$ cat src/include/vstc_pkg.sv
// video sync timing control: shared offsets, reset values, bit positions, timing counts
// assumes a single 100 MHz system clock and byte-wide register access by subaddress
package vstc_pkg;
    localparam int ADDR_W = 8;
    localparam int DATA_W = 8;

    // ***************************************************************
    // register subaddresses and reset values
    // ***************************************************************
    localparam logic [7:0] ADDR_SYNC_OPT = 8'h38;
    localparam logic [7:0] ADDR_TIM_CTL = 8'h39;
    localparam logic [7:0] ADDR_HS_START = 8'h3A;
    localparam logic [7:0] ADDR_HS_END = 8'h3B;
    localparam logic [7:0] ADDR_EXP_CHG = 8'h3C;
    localparam logic [7:0] RST_SYNC_OPT = 8'h81;
    localparam logic [7:0] RST_TIM_CTL = 8'h00;
    localparam logic [7:0] RST_HS_START = 8'h0F;
    localparam logic [7:0] RST_HS_END = 8'h3C;
    localparam logic [7:0] RST_EXP_CHG = 8'h21;

    // ***************************************************************
    // field positions
    // ***************************************************************
    localparam int SO_LV_FALL = 7;
    localparam int SO_ZV_VSYNC = 4;
    localparam int SO_QUICK = 3;
    localparam int SO_AWB_QTR = 1;
    localparam int TC_PCLK_GATE = 6;
    localparam int TC_VS_SAME = 5;
    localparam int TC_CHS_ON_LV = 4;
    localparam int TC_LV_ON_CHS = 3;
    localparam int TC_TRISTATE = 2;
    localparam int TC_HS_START_MSB = 1;
    localparam int TC_HS_END_MSB = 0;
    localparam int EC_STEP_HI = 7;
    localparam int EC_STEP_LO = 5;
    localparam int EC_MODE_HI = 4;
    localparam int EC_MODE_LO = 3;
    localparam int EC_FASTEST = 2;
    localparam int EC_FAST = 1;
    localparam int EC_SLOWEST = 0;
    localparam logic [2:0] STEP_MAX_SHIFT = 3'h5;

    // ***************************************************************
    // timing
    // ***************************************************************
    localparam int CLK_MHZ = 100;
    localparam int LV_DELAY_NS = 10;
    localparam int LV_DELAY_CYC_RAW = (LV_DELAY_NS * CLK_MHZ) / 1000;
    localparam int LV_DELAY_CYC = (LV_DELAY_CYC_RAW < 1) ? 1 : LV_DELAY_CYC_RAW;
    localparam int PCLK_HALF = 2;
    localparam logic [1:0] PH_LAST = 2'(2 * PCLK_HALF - 1);
    localparam logic [1:0] PH_RISE = 2'(PCLK_HALF - 1);
    localparam logic [1:0] PH_LV_DLY = 2'(PCLK_HALF - 1 + LV_DELAY_CYC);
    localparam int H_TOTAL = 400;
    localparam int H_ACTIVE = 352;
    localparam int V_TOTAL = 312;
    localparam int V_ACTIVE = 288;
    localparam int VS_LINES = 3;
    localparam int AE_SLOW_FIELDS = 8;
    localparam int AWB_SLOW_FIELDS = 16;
endpackage : vstc_pkg

$ cat src/include/vstc_cfg_if.sv
// configuration bundle from the register bank to the timing and settle logic
// assumes one producer (register bank) and any number of readers
`timescale 1ns/1ps
interface vstc_cfg_if;
    logic [7:0] sync_opt;
    logic [7:0] tim_ctl;
    logic [7:0] hs_start_lo;
    logic [7:0] hs_end_lo;
    logic [7:0] exp_chg;
    modport src (output sync_opt, tim_ctl, hs_start_lo, hs_end_lo, exp_chg);
    modport dst (input sync_opt, tim_ctl, hs_start_lo, hs_end_lo, exp_chg);
endinterface : vstc_cfg_if

$ cat src/rtl/vstc_regs.sv
// register bank at subaddresses 0x38..0x3c, byte writes, registered reads
// assumes the serial control slave delivers one-cycle write and read strobes
`timescale 1ns/1ps
module vstc_regs
    import vstc_pkg::*;
(
    // clock and reset
    input wire logic i_clk_sys,
    input wire logic i_reset,
    // register port
    input wire logic [vstc_pkg::ADDR_W-1:0] i_reg_addr,
    input wire logic [vstc_pkg::DATA_W-1:0] i_reg_wdata,
    input wire logic i_reg_wr,
    input wire logic i_reg_rd,
    output logic [vstc_pkg::DATA_W-1:0] o_reg_rdata,
    output logic o_reg_rvalid,
    // configuration out
    vstc_cfg_if.src cfg
);
    // ***************************************************************
    // storage: every bit kept, reserved ones included
    // ***************************************************************
    always_ff @(posedge i_clk_sys or posedge i_reset) begin
        if (i_reset) begin
            cfg.sync_opt <= RST_SYNC_OPT;
            cfg.tim_ctl <= RST_TIM_CTL;
            cfg.hs_start_lo <= RST_HS_START;
            cfg.hs_end_lo <= RST_HS_END;
            cfg.exp_chg <= RST_EXP_CHG;
        end else if (i_reg_wr) begin
            if (i_reg_addr == ADDR_SYNC_OPT) begin
                cfg.sync_opt <= i_reg_wdata;
            end else if (i_reg_addr == ADDR_TIM_CTL) begin
                cfg.tim_ctl <= i_reg_wdata;
            end else if (i_reg_addr == ADDR_HS_START) begin
                cfg.hs_start_lo <= i_reg_wdata;
            end else if (i_reg_addr == ADDR_HS_END) begin
                cfg.hs_end_lo <= i_reg_wdata;
            end else if (i_reg_addr == ADDR_EXP_CHG) begin
                cfg.exp_chg <= i_reg_wdata;
            end
        end
    end

    // ***************************************************************
    // readback, unmapped reads return zero
    // ***************************************************************
    always_ff @(posedge i_clk_sys or posedge i_reset) begin
        if (i_reset) begin
            o_reg_rdata <= 8'h00;
            o_reg_rvalid <= 1'b0;
        end else begin
            o_reg_rvalid <= i_reg_rd;
            if (!i_reg_rd) begin
                o_reg_rdata <= o_reg_rdata;
            end else if (i_reg_addr == ADDR_SYNC_OPT) begin
                o_reg_rdata <= cfg.sync_opt;
            end else if (i_reg_addr == ADDR_TIM_CTL) begin
                o_reg_rdata <= cfg.tim_ctl;
            end else if (i_reg_addr == ADDR_HS_START) begin
                o_reg_rdata <= cfg.hs_start_lo;
            end else if (i_reg_addr == ADDR_HS_END) begin
                o_reg_rdata <= cfg.hs_end_lo;
            end else if (i_reg_addr == ADDR_EXP_CHG) begin
                o_reg_rdata <= cfg.exp_chg;
            end else begin
                o_reg_rdata <= 8'h00;
            end
        end
    end
endmodule : vstc_regs

$ cat src/rtl/vstc_settle.sv
// exposure and white balance settling tracker after a camera mode change
// assumes i_field_start pulses once per field
`timescale 1ns/1ps
module vstc_settle
    import vstc_pkg::*;
#(
    parameter int AE_FIELDS = AE_SLOW_FIELDS,
    parameter int AWB_FIELDS = AWB_SLOW_FIELDS
) (
    // clock and reset
    input wire logic i_clk_sys,
    input wire logic i_reset,
    // events
    input wire logic i_mode_change,
    input wire logic i_field_start,
    // configuration
    vstc_cfg_if.dst cfg,
    // status
    output logic o_exposure_stable,
    output logic o_wb_stable
);
    logic [7:0] fields;
    logic [7:0] ae_need;
    logic [7:0] awb_need;
    logic [7:0] next_fields;

    // ***************************************************************
    // field count since last mode change
    // ***************************************************************
    always_comb begin
        ae_need = cfg.sync_opt[SO_QUICK] ? 8'h01 : 8'(AE_FIELDS);
        if (cfg.sync_opt[SO_QUICK]) begin
            awb_need = 8'h01;
        end else if (cfg.sync_opt[SO_AWB_QTR]) begin
            awb_need = 8'(AWB_FIELDS / 4);
        end else begin
            awb_need = 8'(AWB_FIELDS);
        end
        next_fields = (i_field_start && fields != 8'hFF) ? fields + 8'h01 : fields;
    end

    always_ff @(posedge i_clk_sys or posedge i_reset) begin
        if (i_reset) begin
            fields <= 8'h00;
            o_exposure_stable <= 1'b0;
            o_wb_stable <= 1'b0;
        end else if (i_mode_change) begin
            fields <= 8'h00;
            o_exposure_stable <= 1'b0;
            o_wb_stable <= 1'b0;
        end else begin
            fields <= next_fields;
            o_exposure_stable <= next_fields >= ae_need;
            o_wb_stable <= next_fields >= awb_need;
        end
    end
endmodule : vstc_settle

$ cat src/rtl/vstc_top.sv
// video sync timing control: registers, sync generation and timing pin control
// assumes register strobes from the serial control slave, pins resolved outside
`timescale 1ns/1ps

// Overview of operation
// - lv_fall bit: line valid changes on pclk fall, else 10 ns after rise
// - zv bit selects zv-style vertical sync, else normal tv vertical sync
// - quick bit: first vsync after mode change gives settled exposure
// - quarter bit in slow mode: white balance settles four times faster
// - gate bit: pixel clock toggles only while line valid is high
// - same bit: equal line-valid to vsync-fall interval in both fields
// - composite sync driven on the line-valid pin when selected
// - line valid driven on the composite sync pin when selected
// - tristate bit releases odd flag, composite sync, line valid, pclk
// - sync start is nine bits: low byte plus control bit 1
// - sync end is nine bits: low byte plus control bit 0
// - banding filter: step code sets minimum exposure fraction
// - bits 2,1,0 pick fastest, fast, slowest adjustment rate
// - bits 4,3 pick exposure and gain change mode
module vstc_top
    import vstc_pkg::*;
#(
    parameter int HT = H_TOTAL,
    parameter int HA = H_ACTIVE,
    parameter int VT = V_TOTAL,
    parameter int VA = V_ACTIVE,
    parameter int VSL = VS_LINES,
    parameter int AE_FIELDS = AE_SLOW_FIELDS,
    parameter int AWB_FIELDS = AWB_SLOW_FIELDS
) (
    // clock and reset
    input wire logic i_clk_sys,
    input wire logic i_reset,
    // register port
    input wire logic [vstc_pkg::ADDR_W-1:0] i_reg_addr,
    input wire logic [vstc_pkg::DATA_W-1:0] i_reg_wdata,
    input wire logic i_reg_wr,
    input wire logic i_reg_rd,
    output logic [vstc_pkg::DATA_W-1:0] o_reg_rdata,
    output logic o_reg_rvalid,
    // camera state inputs
    input wire logic i_mode_change,
    input wire logic i_banding_filter_en,
    // timing pins
    output logic o_pclk,
    output logic o_pclk_oe,
    output logic o_line_valid,
    output logic o_line_valid_oe,
    output logic o_composite_horizontal_sync,
    output logic o_composite_horizontal_sync_oe,
    output logic o_odd_field_flag,
    output logic o_odd_field_flag_oe,
    output logic o_vertical_sync_pulse,
    // exposure control outputs
    output logic [2:0] o_min_exposure_shift,
    output logic [2:0] o_exposure_rate,
    output logic [1:0] o_exposure_change_mode,
    output logic o_exposure_stable,
    output logic o_wb_stable
);
    localparam int VB = VT - VA;

    vstc_cfg_if cfg ();

    logic [1:0] ph;
    logic [1:0] next_ph;
    logic pclk_int;
    logic [8:0] hcnt;
    logic [8:0] vcnt;
    logic [8:0] next_hcnt;
    logic [8:0] next_vcnt;
    logic pix_adv;
    logic line_end;
    logic frame_end;
    logic odd;
    logic lv;
    logic chs;
    logic vs_int;
    logic [8:0] hs_start_act;
    logic [8:0] hs_end_act;

    // ***************************************************************
    // register bank and settle tracker
    // ***************************************************************
    vstc_regs u_regs (
        .i_clk_sys(i_clk_sys),
        .i_reset(i_reset),
        .i_reg_addr(i_reg_addr),
        .i_reg_wdata(i_reg_wdata),
        .i_reg_wr(i_reg_wr),
        .i_reg_rd(i_reg_rd),
        .o_reg_rdata(o_reg_rdata),
        .o_reg_rvalid(o_reg_rvalid),
        .cfg(cfg.src)
    );

    vstc_settle #(
        .AE_FIELDS(AE_FIELDS),
        .AWB_FIELDS(AWB_FIELDS)
    ) u_settle (
        .i_clk_sys(i_clk_sys),
        .i_reset(i_reset),
        .i_mode_change(i_mode_change),
        .i_field_start(frame_end),
        .cfg(cfg.dst),
        .o_exposure_stable(o_exposure_stable),
        .o_wb_stable(o_wb_stable)
    );

    // ***************************************************************
    // pixel phase and counters
    // ***************************************************************
    function automatic logic active_at(input logic [8:0] h, input logic [8:0] v);
        active_at = (h < 9'(HA)) && (v >= 9'(VB));
    endfunction : active_at

    always_comb begin
        pix_adv = (ph == PH_LAST);
        next_ph = pix_adv ? 2'h0 : ph + 2'h1;
        line_end = pix_adv && (hcnt == 9'(HT - 1));
        frame_end = line_end && (vcnt == 9'(VT - 1));
        next_hcnt = line_end ? 9'h000 : (pix_adv ? hcnt + 9'h001 : hcnt);
        if (frame_end) begin
            next_vcnt = 9'h000;
        end else if (line_end) begin
            next_vcnt = vcnt + 9'h001;
        end else begin
            next_vcnt = vcnt;
        end
    end

    always_ff @(posedge i_clk_sys or posedge i_reset) begin
        if (i_reset) begin
            ph <= 2'h0;
            pclk_int <= 1'b0;
            hcnt <= 9'h000;
            vcnt <= 9'h000;
            odd <= 1'b1;
        end else begin
            ph <= next_ph;
            pclk_int <= (next_ph >= 2'(PCLK_HALF));
            hcnt <= next_hcnt;
            vcnt <= next_vcnt;
            odd <= frame_end ? ~odd : odd;
        end
    end

    // ***************************************************************
    // line valid timing
    // ***************************************************************
    always_ff @(posedge i_clk_sys or posedge i_reset) begin
        if (i_reset) begin
            lv <= 1'b0;
        end else if (cfg.sync_opt[SO_LV_FALL]) begin
            if (pix_adv) begin
                lv <= active_at(next_hcnt, next_vcnt);
            end
        end else if (ph == PH_LV_DLY) begin
            lv <= active_at(hcnt, vcnt);
        end
    end

    // ***************************************************************
    // horizontal sync positions, latched per line
    // ***************************************************************
    always_ff @(posedge i_clk_sys or posedge i_reset) begin
        if (i_reset) begin
            hs_start_act <= {RST_TIM_CTL[TC_HS_START_MSB], RST_HS_START};
            hs_end_act <= {RST_TIM_CTL[TC_HS_END_MSB], RST_HS_END};
        end else if (line_end) begin
            hs_start_act <= {cfg.tim_ctl[TC_HS_START_MSB], cfg.hs_start_lo};
            hs_end_act <= {cfg.tim_ctl[TC_HS_END_MSB], cfg.hs_end_lo};
        end
    end

    // ***************************************************************
    // composite and vertical sync
    // ***************************************************************
    always_ff @(posedge i_clk_sys or posedge i_reset) begin
        if (i_reset) begin
            chs <= 1'b0;
            vs_int <= 1'b0;
        end else begin
            // sync window assumes end above start, else no pulse
            chs <= (hcnt >= hs_start_act) && (hcnt < hs_end_act);
            if (odd || cfg.tim_ctl[TC_VS_SAME]) begin
                vs_int <= vcnt < 9'(VSL);
            end else begin
                vs_int <= ((vcnt == 9'h000) && (hcnt >= 9'(HT / 2)))
                    || ((vcnt != 9'h000) && (vcnt < 9'(VSL)))
                    || ((vcnt == 9'(VSL)) && (hcnt < 9'(HT / 2)));
            end
        end
    end

    // ***************************************************************
    // output pins
    // ***************************************************************
    always_ff @(posedge i_clk_sys or posedge i_reset) begin
        if (i_reset) begin
            o_pclk <= 1'b0;
            o_line_valid <= 1'b0;
            o_composite_horizontal_sync <= 1'b0;
            o_odd_field_flag <= 1'b0;
            o_vertical_sync_pulse <= 1'b0;
        end else begin
            o_pclk <= pclk_int && (lv || !cfg.tim_ctl[TC_PCLK_GATE]);
            o_line_valid <= cfg.tim_ctl[TC_CHS_ON_LV] ? chs : lv;
            o_composite_horizontal_sync <= cfg.tim_ctl[TC_LV_ON_CHS] ? lv : chs;
            o_odd_field_flag <= odd;
            // zv style is active high, tv style active low
            o_vertical_sync_pulse <= cfg.sync_opt[SO_ZV_VSYNC] ? vs_int : ~vs_int;
        end
    end

    always_ff @(posedge i_clk_sys or posedge i_reset) begin
        if (i_reset) begin
            o_pclk_oe <= 1'b0;
            o_line_valid_oe <= 1'b0;
            o_composite_horizontal_sync_oe <= 1'b0;
            o_odd_field_flag_oe <= 1'b0;
        end else begin
            o_pclk_oe <= !cfg.tim_ctl[TC_TRISTATE];
            o_line_valid_oe <= !cfg.tim_ctl[TC_TRISTATE];
            o_composite_horizontal_sync_oe <= !cfg.tim_ctl[TC_TRISTATE];
            o_odd_field_flag_oe <= !cfg.tim_ctl[TC_TRISTATE];
        end
    end

    // ***************************************************************
    // exposure control decode
    // ***************************************************************
    always_ff @(posedge i_clk_sys or posedge i_reset) begin
        if (i_reset) begin
            o_min_exposure_shift <= 3'h0;
            o_exposure_rate <= 3'h0;
            o_exposure_change_mode <= 2'h0;
        end else begin
            if (!i_banding_filter_en) begin
                o_min_exposure_shift <= 3'h0;
            end else if (cfg.exp_chg[EC_STEP_HI:EC_STEP_LO] > STEP_MAX_SHIFT) begin
                o_min_exposure_shift <= STEP_MAX_SHIFT;
            end else begin
                o_min_exposure_shift <= cfg.exp_chg[EC_STEP_HI:EC_STEP_LO];
            end
            o_exposure_rate <= {cfg.exp_chg[EC_FASTEST], cfg.exp_chg[EC_FAST],
                cfg.exp_chg[EC_SLOWEST]};
            o_exposure_change_mode <= cfg.exp_chg[EC_MODE_HI:EC_MODE_LO];
        end
    end
endmodule : vstc_top

$ cat config.mk
export PLATFORM = sky130hd
export DESIGN_NAME = vstc_top
export DESIGN_NICKNAME = d
export VERILOG_FILES = /design/src/include/vstc_pkg.sv /design/src/include/vstc_cfg_if.sv /design/src/rtl/vstc_regs.sv /design/src/rtl/vstc_settle.sv /design/src/rtl/vstc_top.sv
export SDC_FILE = /design/constraint.sdc
export NUM_CORES = 1
export LEC_CHECK = 0
export BUFFER_PORTS_ARGS = -buffer_cell sky130_fd_sc_hd__buf_2
export CAP_MARGIN = 20
export CELL_PAD_IN_SITES_DETAIL_PLACEMENT = 1
export CELL_PAD_IN_SITES_GLOBAL_PLACEMENT = 1
export CORE_ASPECT_RATIO = 0.7
export CORE_MARGIN = 2
export CORE_UTILIZATION = 50
export CTS_BUF_LIST = sky130_fd_sc_hd__clkbuf_4
export DETAILED_ROUTE_END_ITERATION = 12
export PLACE_DENSITY_LB_ADDON = 0.12
export SYNTH_ARGS = -nofsm -noshare
export SYNTH_HDL_FRONTEND = slang
export SYNTH_SLANG_ARGS = --single-unit
$ cat constraint.sdc
create_clock -name i_clk_sys -period 6.4 [get_ports i_clk_sys]
set_clock_uncertainty 0.1 [all_clocks]
set_input_delay 0.32 -clock i_clk_sys [delete_from_list [all_inputs] [get_ports i_clk_sys]]
set_output_delay 0.32 -clock i_clk_sys [all_outputs]
set_load 0.005 [all_outputs]
Yosys cells after proc, flatten, opt, wreduce, memory -nomap -nowiden
Cells that the tools add are included.
{ "op_classes": {"addsub": 4, "n_lt_le_gt_ge": 13, "n_eq_ne": 12, "n_mux": 26, "n_bitwise": 6, "reduce_logical": 25} }
{ "ops": {"columns": ["cell", "n"], "rows": [
  ["8-bit two-way mux", 8],
  ["8-bit by 6-bit equality test with 1-bit output (second input constant)", 5],
  ["9-bit two-way mux", 4],
  ["9-bit by 1-bit adder with 9-bit output (second input constant)", 2],
  ["9-bit equality test (second input constant)", 2],
  ["9-bit by 5-bit greater-or-equal comparator with 1-bit output (second input constant)", 2],
  ["9-bit < comparator (second input constant)", 2],
  ["8-bit greater-or-equal comparator", 2],
  ["1-bit logical AND", 10],
  ["9-bit by 2-bit equality test with 1-bit output (second input constant)", 1],
  ["9-bit by 8-bit greater-or-equal comparator with 1-bit output (second input constant)", 1],
  ["9-bit greater-or-equal comparator", 1],
  ["9-bit logical NOT", 1],
  ["9-bit by 2-bit < comparator with 1-bit output (second input constant)", 1],
  ["9-bit by 8-bit < comparator with 1-bit output (second input constant)", 1],
  ["9-bit < comparator", 1],
  ["1-bit two-way mux", 9],
  ["9-bit nonzero test", 1],
  ["8-bit by 1-bit adder with 8-bit output (second input constant)", 1],
  ["8-bit inequality test (second input constant)", 1],
  ["3-bit two-way mux", 2],
  ["1-bit NOT", 6],
  ["6-bit AND reduction", 1],
  ["5-bit two-way mux", 1],
  ["other kinds (14)", 20]
]} }
{ "totals": {"register_bits": 116, "inputBits": 22, "output_inout_bits": 28} }

Depth between registers and ports, before layout
Gate-level depths: netlist of the first run.
{ "depth": {"depth_word": 8, "depth_mapped": 12, "mapped_depth_nobuf": 11} }

Modules after synthesis
A second synthesis of the first run with hierarchy kept.
{ "hier_totals": {"hier_cells": 562, "hier_area_um2": 5965.7} }
{ "by_module_without_submodules": {"columns": ["mod", "instances", "cells_each", "area_each_um2", "seq_area_each_um2"], "rows": [
  ["vstc_top", 1, 307, 2931.6, 1412.6],
  ["vstc_regs", 1, 172, 2283.4, 1241.2],
  ["vstc_settle", 1, 83, 750.7, 250.2]
]} }

Least setup slack after synthesis of the first run
No wires, ideal clock.
{ "synth_path": {"path_type": "register -> register", "from": "reg hcnt[4]", "to": "reg u_settle.o_wb_stable", "setup_time_ns": 0.137, "arrival_ns": 3.283, "t_required_ns": 6.163, "slack_ns": 2.880, "path_stages_with_launch": 12, "n_path_buf": 2, "synth_period_minus_slack_ns": 3.520, "cell_sequence": "dfrtp_1 buf_6 or4b_1 buf_2 or4_4 a311oi_4 xnor2_1 ha_1 nand2b_1 or3_1 a41oi_1 a31oi_1"} }
{ "synth_between": {"elab_chain_cells": 7} }
{ "synth_rtl": {"columns": ["element", "line_no", "source"], "rows": [
  ["from (decl)", "vstc_top.sv:68", "logic [8:0] hcnt;"],
  ["from (signal assigned)", "vstc_top.sv:142", "hcnt <= next_hcnt;"],
  ["9-bit equality test", "vstc_top.sv:120", "line_end = pix_adv && (hcnt == 9'(HT - 1));"],
  ["1-bit logical AND", "vstc_top.sv:120", null],
  ["1-bit logical AND", "vstc_top.sv:121", "frame_end = line_end && (vcnt == 9'(VT - 1));"],
  ["1-bit logical AND", "vstc_settle.sv:39", "next_fields = (i_field_start && fields != 8'hFF) ? fields + 8'h01 : fields;"],
  ["8-bit two-way mux", "vstc_settle.sv:39", null],
  ["8-bit greater-or-equal comparator", "vstc_settle.sv:54", "o_wb_stable <= next_fields >= awb_need;"],
  ["1-bit two-way mux", "vstc_settle.sv:47", "end else if (i_mode_change) begin"],
  ["to (signal assigned)", "vstc_settle.sv:54", null],
  ["to (decl)", "vstc_settle.sv:20", "output logic o_wb_stable"]
]} }
Every way passes these cells.
A chain may end at the register's enable or synchronous reset.

Worst setup path in the final report of the first run
Same ends and word-level chain as after synthesis.

==> key figures, run 1 <==
Status
  • Status: completed

Worst setup path
  • Crit path DAT: approximately 4.2 ns
  • Worst path required time: ~6.7 ns
  • Cells along the critical path: or4b_1, nor4_1, nor4b_1, nand2_1, xor2_1, inv_1, ha_1, a41oi_1, a31oi_1
  • CP startpoint kind: register
  • Critical Path Sink Type: register
  • Critical path's slowest cell: nor4b_1
  • Largest stage delay, worst path: ~0.77 ns
  • Crit-path max FO: 11
  • Worst R2R End: u_settle.o_wb_stable$_DFF_PP0_
  • CP startpoint: hcnt[4]$_DFFE_PP0P_
  • Kind of critical path: register to register
  • FF-to-FF path depth: 9
  • Setup crit end: u_settle.o_wb_stable$_DFF_PP0_
  • Buf/Inv on CP: 1
  • R2r setup slk: approximately 2.5 ns
  • Critical path's top delay family: simple AND/OR/NAND/NOR gates
  • Worst r2r src: hcnt[4]$_DFFE_PP0P_
  • Critical Path Stages: 9

Placement
  • Dpl cell area: between 6000 and 7000 sq um
  • DP Worst Slack: around 2.6 ns
  • Final HPWL DP: 10800 um
  • I/O Buffers: between 40 and 50
  • Gp weighted congestion: about 0.87
  • Placed Cells: roughly 730

Timing
  • RSZ-0062 raised after global routing: false
  • Slew Limit Headroom: 0.330
  • Count of pins over their slew limit: 0
  • Final Hold Slack: 0.0318 ns
  • Final Hold Vio Count: 0
  • Post-route setup slack: 2.53 ns
  • Final period util: 0.605
  • Max frequency: 0.258 GHz
  • Final setup violation count: 0
  • Setup TNS: 0 ns
  • Worst Max-Slew Pin Slew: between 1 and 1.5 ns
  • Post-layout min period: a little under 4 ns

Power and ir drop
  • Switching Share: 0.266
  • Combinational power share: 0.057
  • Clock Power Share: 0.391
  • Switching pwr: roughly 0.37 mW
  • Leak Pwr: roughly 3.0 nW
  • Sequential share of power: 0.552
  • Power, Total: approximately 1.4 mW
  • PwrDens: 215 nW/um^2
  • Cell-internal power: approximately 1 mW
  • Maximum vdd drop: between 0.1 and 0.15 mV

Clocking
  • Worst-path clk slew: ~0.13 ns
  • Max H-tree Level: 4
  • Clk_lat worst skew: 0.52 ns
  • CTS root buf: clkbuf_4
  • CTS resizes: 0
  • Clk buf depth: 2
  • CTS tree: built
  • CTS Sinks: 115
  • Post-CTS setup buffer count: 0
  • CTS Buf Count: 17

Global routing
  • Number of global-route vias before repair: around 4600
  • First-pass GRT wire length: about 24000 um
  • Total gr overflow: 0
  • GRT Total Usage: 0.257
  • Initial antenna violation count: 1
  • Largest net degree at the start of global routing: 69

Layout
  • Layout cells sized above 1: 0.256
  • Area taken by multi-input logic gates: around 2500 sq um
  • Syn-to-layout area delta: 13.4%
  • Fill count: around 1300
  • Core Util, Final: 0.585
  • Post-route cell area: 6460 sq um
  • Non-Filler Instances: slightly below 800
  • FF/Latch Area: 2900 sq um
  • Final net count: 655

Floorplanning
  • Row count: 32
  • Die area: approximately 12000 sq um
  • Die Wd: about 130 um
  • Die H: slightly above 90 um
  • I/O pins: 50
  • Initial Util: 0.516
  • Core Area: between 10000 and 15000 sq um

Yosys
  • Ys async rst share: 1.00
  • Most frequent cells after synthesis: 94 x dfrtp_1, 57 x nand2_1, 41 x inv_1, 40 x mux2_2, 37 x o21ai_0
  • Top cells by area, synth: dfrtp_1 41%, dfstp_2 9.7%, mux2_2 7.9%
  • Synthesis warning total: 0
  • EDFF count, synth: 0
  • Synth cell types: 60
  • Mapped Cells: 546
  • Syn_nets: between 500 and 600
  • Sequential area share after synthesis: 0.509
  • Yosys reg bits: roughly 120
  • Post-synth top flop: dfrtp_1
  • Share of the synthesized area in the top cell type: 0.413
  • Synthesized area per cell: 10.4 sq um
  • Mapped cell area: between 5000 and 6000 sq um
  • Most frequent cell after synthesis: dfrtp_1
  • Largest area contributor in the netlist: dfrtp_1

Drt
  • Final WL: roughly 15000 um
  • Post-DRT Antenna Nets: 0
  • DRC viols: 0
  • Vias/cell: 5.65
  • Via count: between 4000 and 5000
  • DRT iter0 DRCs: around 270
  • Drt first pass iters: 4
  • DR WL/cell: about 19 um

Worst hold path
  • Worst Hold Class: primary input to register
  • WHS Path Cells: 3

Job
  • Max-cap viol count: 0
==> worst min-delay path by stage <==
stage	slack, ns	to	startpoint
3_3_place_gp	0.30	o_exposure_rate[1]$_DFF_PP0_	u_regs.cfg.exp_chg[1]$_DFFE_PP0P_
4_1_cts	0.003	u_regs.cfg.hs_end_lo[7]$_DFFE_PP0P_	i_reg_wdata[7]
6_report	0.03	u_regs.cfg.hs_end_lo[7]$_DFFE_PP0P_	i_reg_wdata[7]
5_1_grt	0.002	u_regs.cfg.exp_chg[7]$_DFFE_PP0P_	i_reg_wdata[7]
2_1_floorplan	0.25	u_regs.o_reg_rvalid$_DFF_PP0_	i_reg_rd
3_5_place_dp	0.31	o_exposure_change_mode[1]$_DFF_PP0_	u_regs.cfg.exp_chg[4]$_DFFE_PP0P_
==> flip-flops by register name (all words and copies together), names as in the netlist, 9 cells and up <==
signal	cells
hcnt	9
hs_end_act	9
hs_start_act	9
vcnt	9
==> power by group through the flow <==
stage	Sequential, mW	Clock, mW	Combinational, mW
CTS	0.767	0.552	0.0805
global placement	0.779	0	0.0712
global route	0.770	0.585	0.0881
floorplan	0.776	0	0.0433
detailed placement	0.780	0	0.0748
finish	0.767	0.542	0.0793
==> logic make-up after synthesis <==
logic type	share of synthesized area
simple gates	0.149
flops	0.509
fa+ha+maj	0.0614
buf+inv	0.0472
mux	0.0915
xor+xnor	0.0230
compound gates	0.118
==> routing by layer <==
metal | GRT usage | up-vias | share of wire
li1 | - | 2034 | -
met1 | 0.352 | 2197 | 0.46
met2 | 0.404 | 109 | 0.46
met3 | 0.0683 | 21 | 0.064
met4 | 0.0770 | 0 | 0.012
met5 | 0 | - | 0
==> layout by cell type, fill, tap and decap left out, drive strengths merged, types with 3 or more instances in the layout <==
master        n
dfrtp        94
nand2        57
buf          53
inv          43
mux2         41
o21ai        39
a21oi        34
nor2         29
ha           28
dfstp        21
nor3         21
clkbuf       18
xnor2        11
nand3        11
dlygate4sd3  11
a2bb2oi       8
nand2b        7
a31oi         7
nor4          7
mux2i         6
clkinvlp      6
or3           5
a21o          5
nand4         5
clkinv        5
xor2          4
nor4b         4
o21a          3
or4           3
==> repair_timing <==
action                     4_1_cts  5_1_grt
hold buffers                    11        0
setup endpoints to repair        0        0
hold endpoints to repair        76        0
==> worst min-delay path, delay by kind of cell <==
| family | cells | cell delay, ns |
|---|---|---|
| AOI/OAI and AO/OA | 1 | 0.07 |
| buffers and inverters | 1 | 0.15 |
| and+or+nand+nor | 1 | 0.06 |
==> layout make-up <==
type / instances / share of cell area
clock buffer: 17 / 0.0197
clock inverter: 15 / 0.0246
inverter: 41 / 0.0242
sequential: 115 / 0.449
timing repair buffer: 65 / 0.0604
antenna: 1 / 0.000387
multi-input combinational: 365 / 0.392
tap: 153 / 0.0296
(Power assumes the default switching activity.)
==> run 2: changes to the inputs <==
Settings changed: CORE_UTILIZATION 50 to 44.
Clock period 6.4 ns to 3.55 ns, I/O delays scaled along.
==> key figures, run 2 (synthesis results as in run 1) <==
Status
  • Status: finished with violations
  • Failing checks: design-rule violations

Clocking
  • Clk buf depth: 2 (unchanged)
  • CTS Sinks: 115 (unchanged)
  • Clk_lat worst skew: 0.52 ns (about the same)
  • CTS tree: built
  • Worst-path clk slew: 0.12 ns (about the same)
  • CTS root buf: clkbuf_4
  • CTS Buf Count: 17 (unchanged)
  • Max H-tree Level: 4 (unchanged)

Power and ir drop
  • Maximum vdd drop: 0.151 mV (+20%)
  • Power, Total: 2.50 mW (+80%)
  • Switching pwr: 0.661 mW (+79%)
  • Clock Power Share: 0.390 (about the same)
  • Leak Pwr: 3.11 nW (+3.5%)
  • Combinational power share: 0.058 (about the same)
  • Switching Share: 0.264 (-0.00215)
  • PwrDens: 376 nW/um^2 (+75%)
  • Cell-internal power: 1.84 mW (+81%)
  • Sequential share of power: 0.552 (about the same)

Layout
  • Layout cells sized above 1: 0.274 (+0.0186)
  • Total inserted antenna cells: 0 (-1)
  • Commonest non-fill, non-tap cells in the layout: 94 x dfrtp_1, 57 x nand2_1, 49 x buf_2
  • Core Util, Final: 0.530 (-0.0550)
  • Final net count: 675 (+3.1%)
  • Fill count: 1408 (+11%)
  • Syn-to-layout area delta: 16.7%
  • Most common cell after layout, fill and taps aside: dfrtp_1
  • Non-Filler Instances: 800 (+3.6%)

Timing
  • Setup TNS: 0 ns (unchanged)
  • Post-route setup slack: 0.175 ns (-2.35 ns)
  • Post-layout min period: 3.37 ns (-0.499 ns)
  • Max frequency: 0.296 GHz (+15%)
  • Worst Max-Slew Pin Slew: 0.826 ns (-0.176 ns)
  • Slew Limit Headroom: 0.447 (+0.117)
  • Final Hold Vio Count: 0 (unchanged)
  • Final setup violation count: 0 (unchanged)
  • Count of pins over their slew limit: 0 (unchanged)
  • Final period util: 0.951 (+0.345)
  • RSZ-0062 raised after global routing: false

Global routing
  • Initial antenna violation count: 0 (-1)
  • Largest net degree at the start of global routing: 62 (-10%)
  • Total gr overflow: 0 (unchanged)
  • First-pass GRT wire length: 24300 um (-0.25%)
  • GRT Total Usage: 0.226 (-0.0306)
  • Number of global-route vias before repair: 4506 (-1.5%)

Job
  • Max-cap viol count: 0 (unchanged)

Worst setup path
  • Critical Path Sink Type: register
  • Worst path required time: 3.84 ns (-2.87 ns)
  • Crit path DAT: 3.66 ns (-0.52 ns)
  • Kind of critical path: register to register
  • CP startpoint kind: register
  • Crit-path max FO: 5 (-6)
  • Largest stage delay, worst path: 0.57 ns (-0.20 ns)
  • Critical path's slowest cell: or4b_1
  • Cells along the critical path: or4b_1, or4_4, a311oi_4, xnor2_1, ha_1, nand2b_1, or3_1, a41oi_1, a31oi_1

Placement
  • Placed Cells: 751 (+3.4%)
  • I/O Buffers: 49 (unchanged)
  • DP Worst Slack: 0.0271 ns (-2.56 ns)
  • Gp weighted congestion: 0.820 (-5.7%)
  • Final HPWL DP: 10900 um (+1.1%)

Floorplanning
  • Die H: 99.2 um (+6.3%)
  • Core Area: 12500 sq um (+14%)
  • Die Wd: 140 um (+6.4%)
  • Die area: 13900 sq um (+13%)
  • I/O pins: 50 (unchanged)
  • Initial Util: 0.454 (-0.0616)
  • Row count: 34 (+6.3%)

Drt
  • DRT iter0 DRCs: 216 (-18%)
  • Vias/cell: 5.45 (-3.6%)
  • DR WL/cell: 18.5 um (-4.6%)
  • Drt first pass iters: 11 (+7)
  • Via count: 4358 (-0.069%)
  • DRC viols: 2 (+2)
  • Final WL: 14800 um (-1.1%)
  • Post-DRT Antenna Nets: 0 (unchanged)

Worst hold path
  • Worst Hold Class: primary input to register
-- run 2: timing repair --
| item | CTS | global route |
|---|---|---|
| setup buffers | 0 | 2 |
| resized for setup | 0 | 1 |
| hold endpoints to repair | 101 | 0 |
| endpoints found under the setup margin | 0 | 2 |
| hold buffers | 14 | 0 |
-- run 2: layer usage --
metal / global-route usage / part of all wire / vias up
met5: 0 / 0 / -
met1: 0.336 / 0.51 / 2203
met2: 0.334 / 0.44 / 67
met4: 0.0699 / 0.010 / 0
li1: - / - / 2072
met3: 0.0467 / 0.042 / 16
-- run 2: path summary, 6_finish.rpt --
kind / end / slack, ns / start / depth (start not counted)
hold reg to reg: o_exposure_rate[0]$_DFF_PP0_ / 0.32 / u_regs.cfg.exp_chg[0]$_DFFE_PP1P_ / 0
min in group asynchronous: u_regs.o_reg_rvalid$_DFF_PP0_ / 0.20 / i_reset / 3
max in group asynchronous: hs_start_act[3]$_DFFE_PP1N_ / 2.33 / i_reset / 4
setup reg to reg: u_settle.o_wb_stable$_DFF_PP0_ / 0.18 / hcnt[4]$_DFFE_PP0P_ / 9
hold / removal: u_regs.cfg.hs_end_lo[3]$_DFFE_PP1P_ / 0.07 / i_reg_wr / 5
setup / recovery: u_settle.o_wb_stable$_DFF_PP0_ / 0.18 / hcnt[4]$_DFFE_PP0P_ / 9
-- run 2: area by class of cell --
class,count,area (sq um),share of cell area
Sequential cell,115,2900,0.437
Inverter,41,156,0.0235
Clock inverter,15,158,0.0237
Clock buffer,17,128,0.0192
Multi-Input combinational cell,365,2540,0.382
Tap cell,162,203,0.0305
Timing Repair Buffer,85,563,0.0847
-- run 2: power by group through the flow --
stage	Sequential (mW)	Combinational, mW	Clock [mW]
after floorplan	1.40	0.0780	0
after global placement	1.40	0.130	0
after detailed placement	1.41	0.135	0
after CTS	1.38	0.147	1.01
after global routing	1.39	0.161	1.07
final	1.38	0.144	0.976
-- run 2: through the flow --
stage	instance area, sq um	hold slack (ns)
final	6650	0.0681
after global routing	6650	0.0836
after CTS	6620	0.120
after detailed placement	6200	0.240
after global placement	6200	0.221
after floorplan	5700	0.109
-- run 2: worst max-delay path: cells and delay by family (launching register included) --
family          cells  cell delay, ns
flops               1            0.41
compound gates      3            0.64
xor+xnor            1            0.19
simple gates        4            1.64
fa+ha+maj           1            0.26
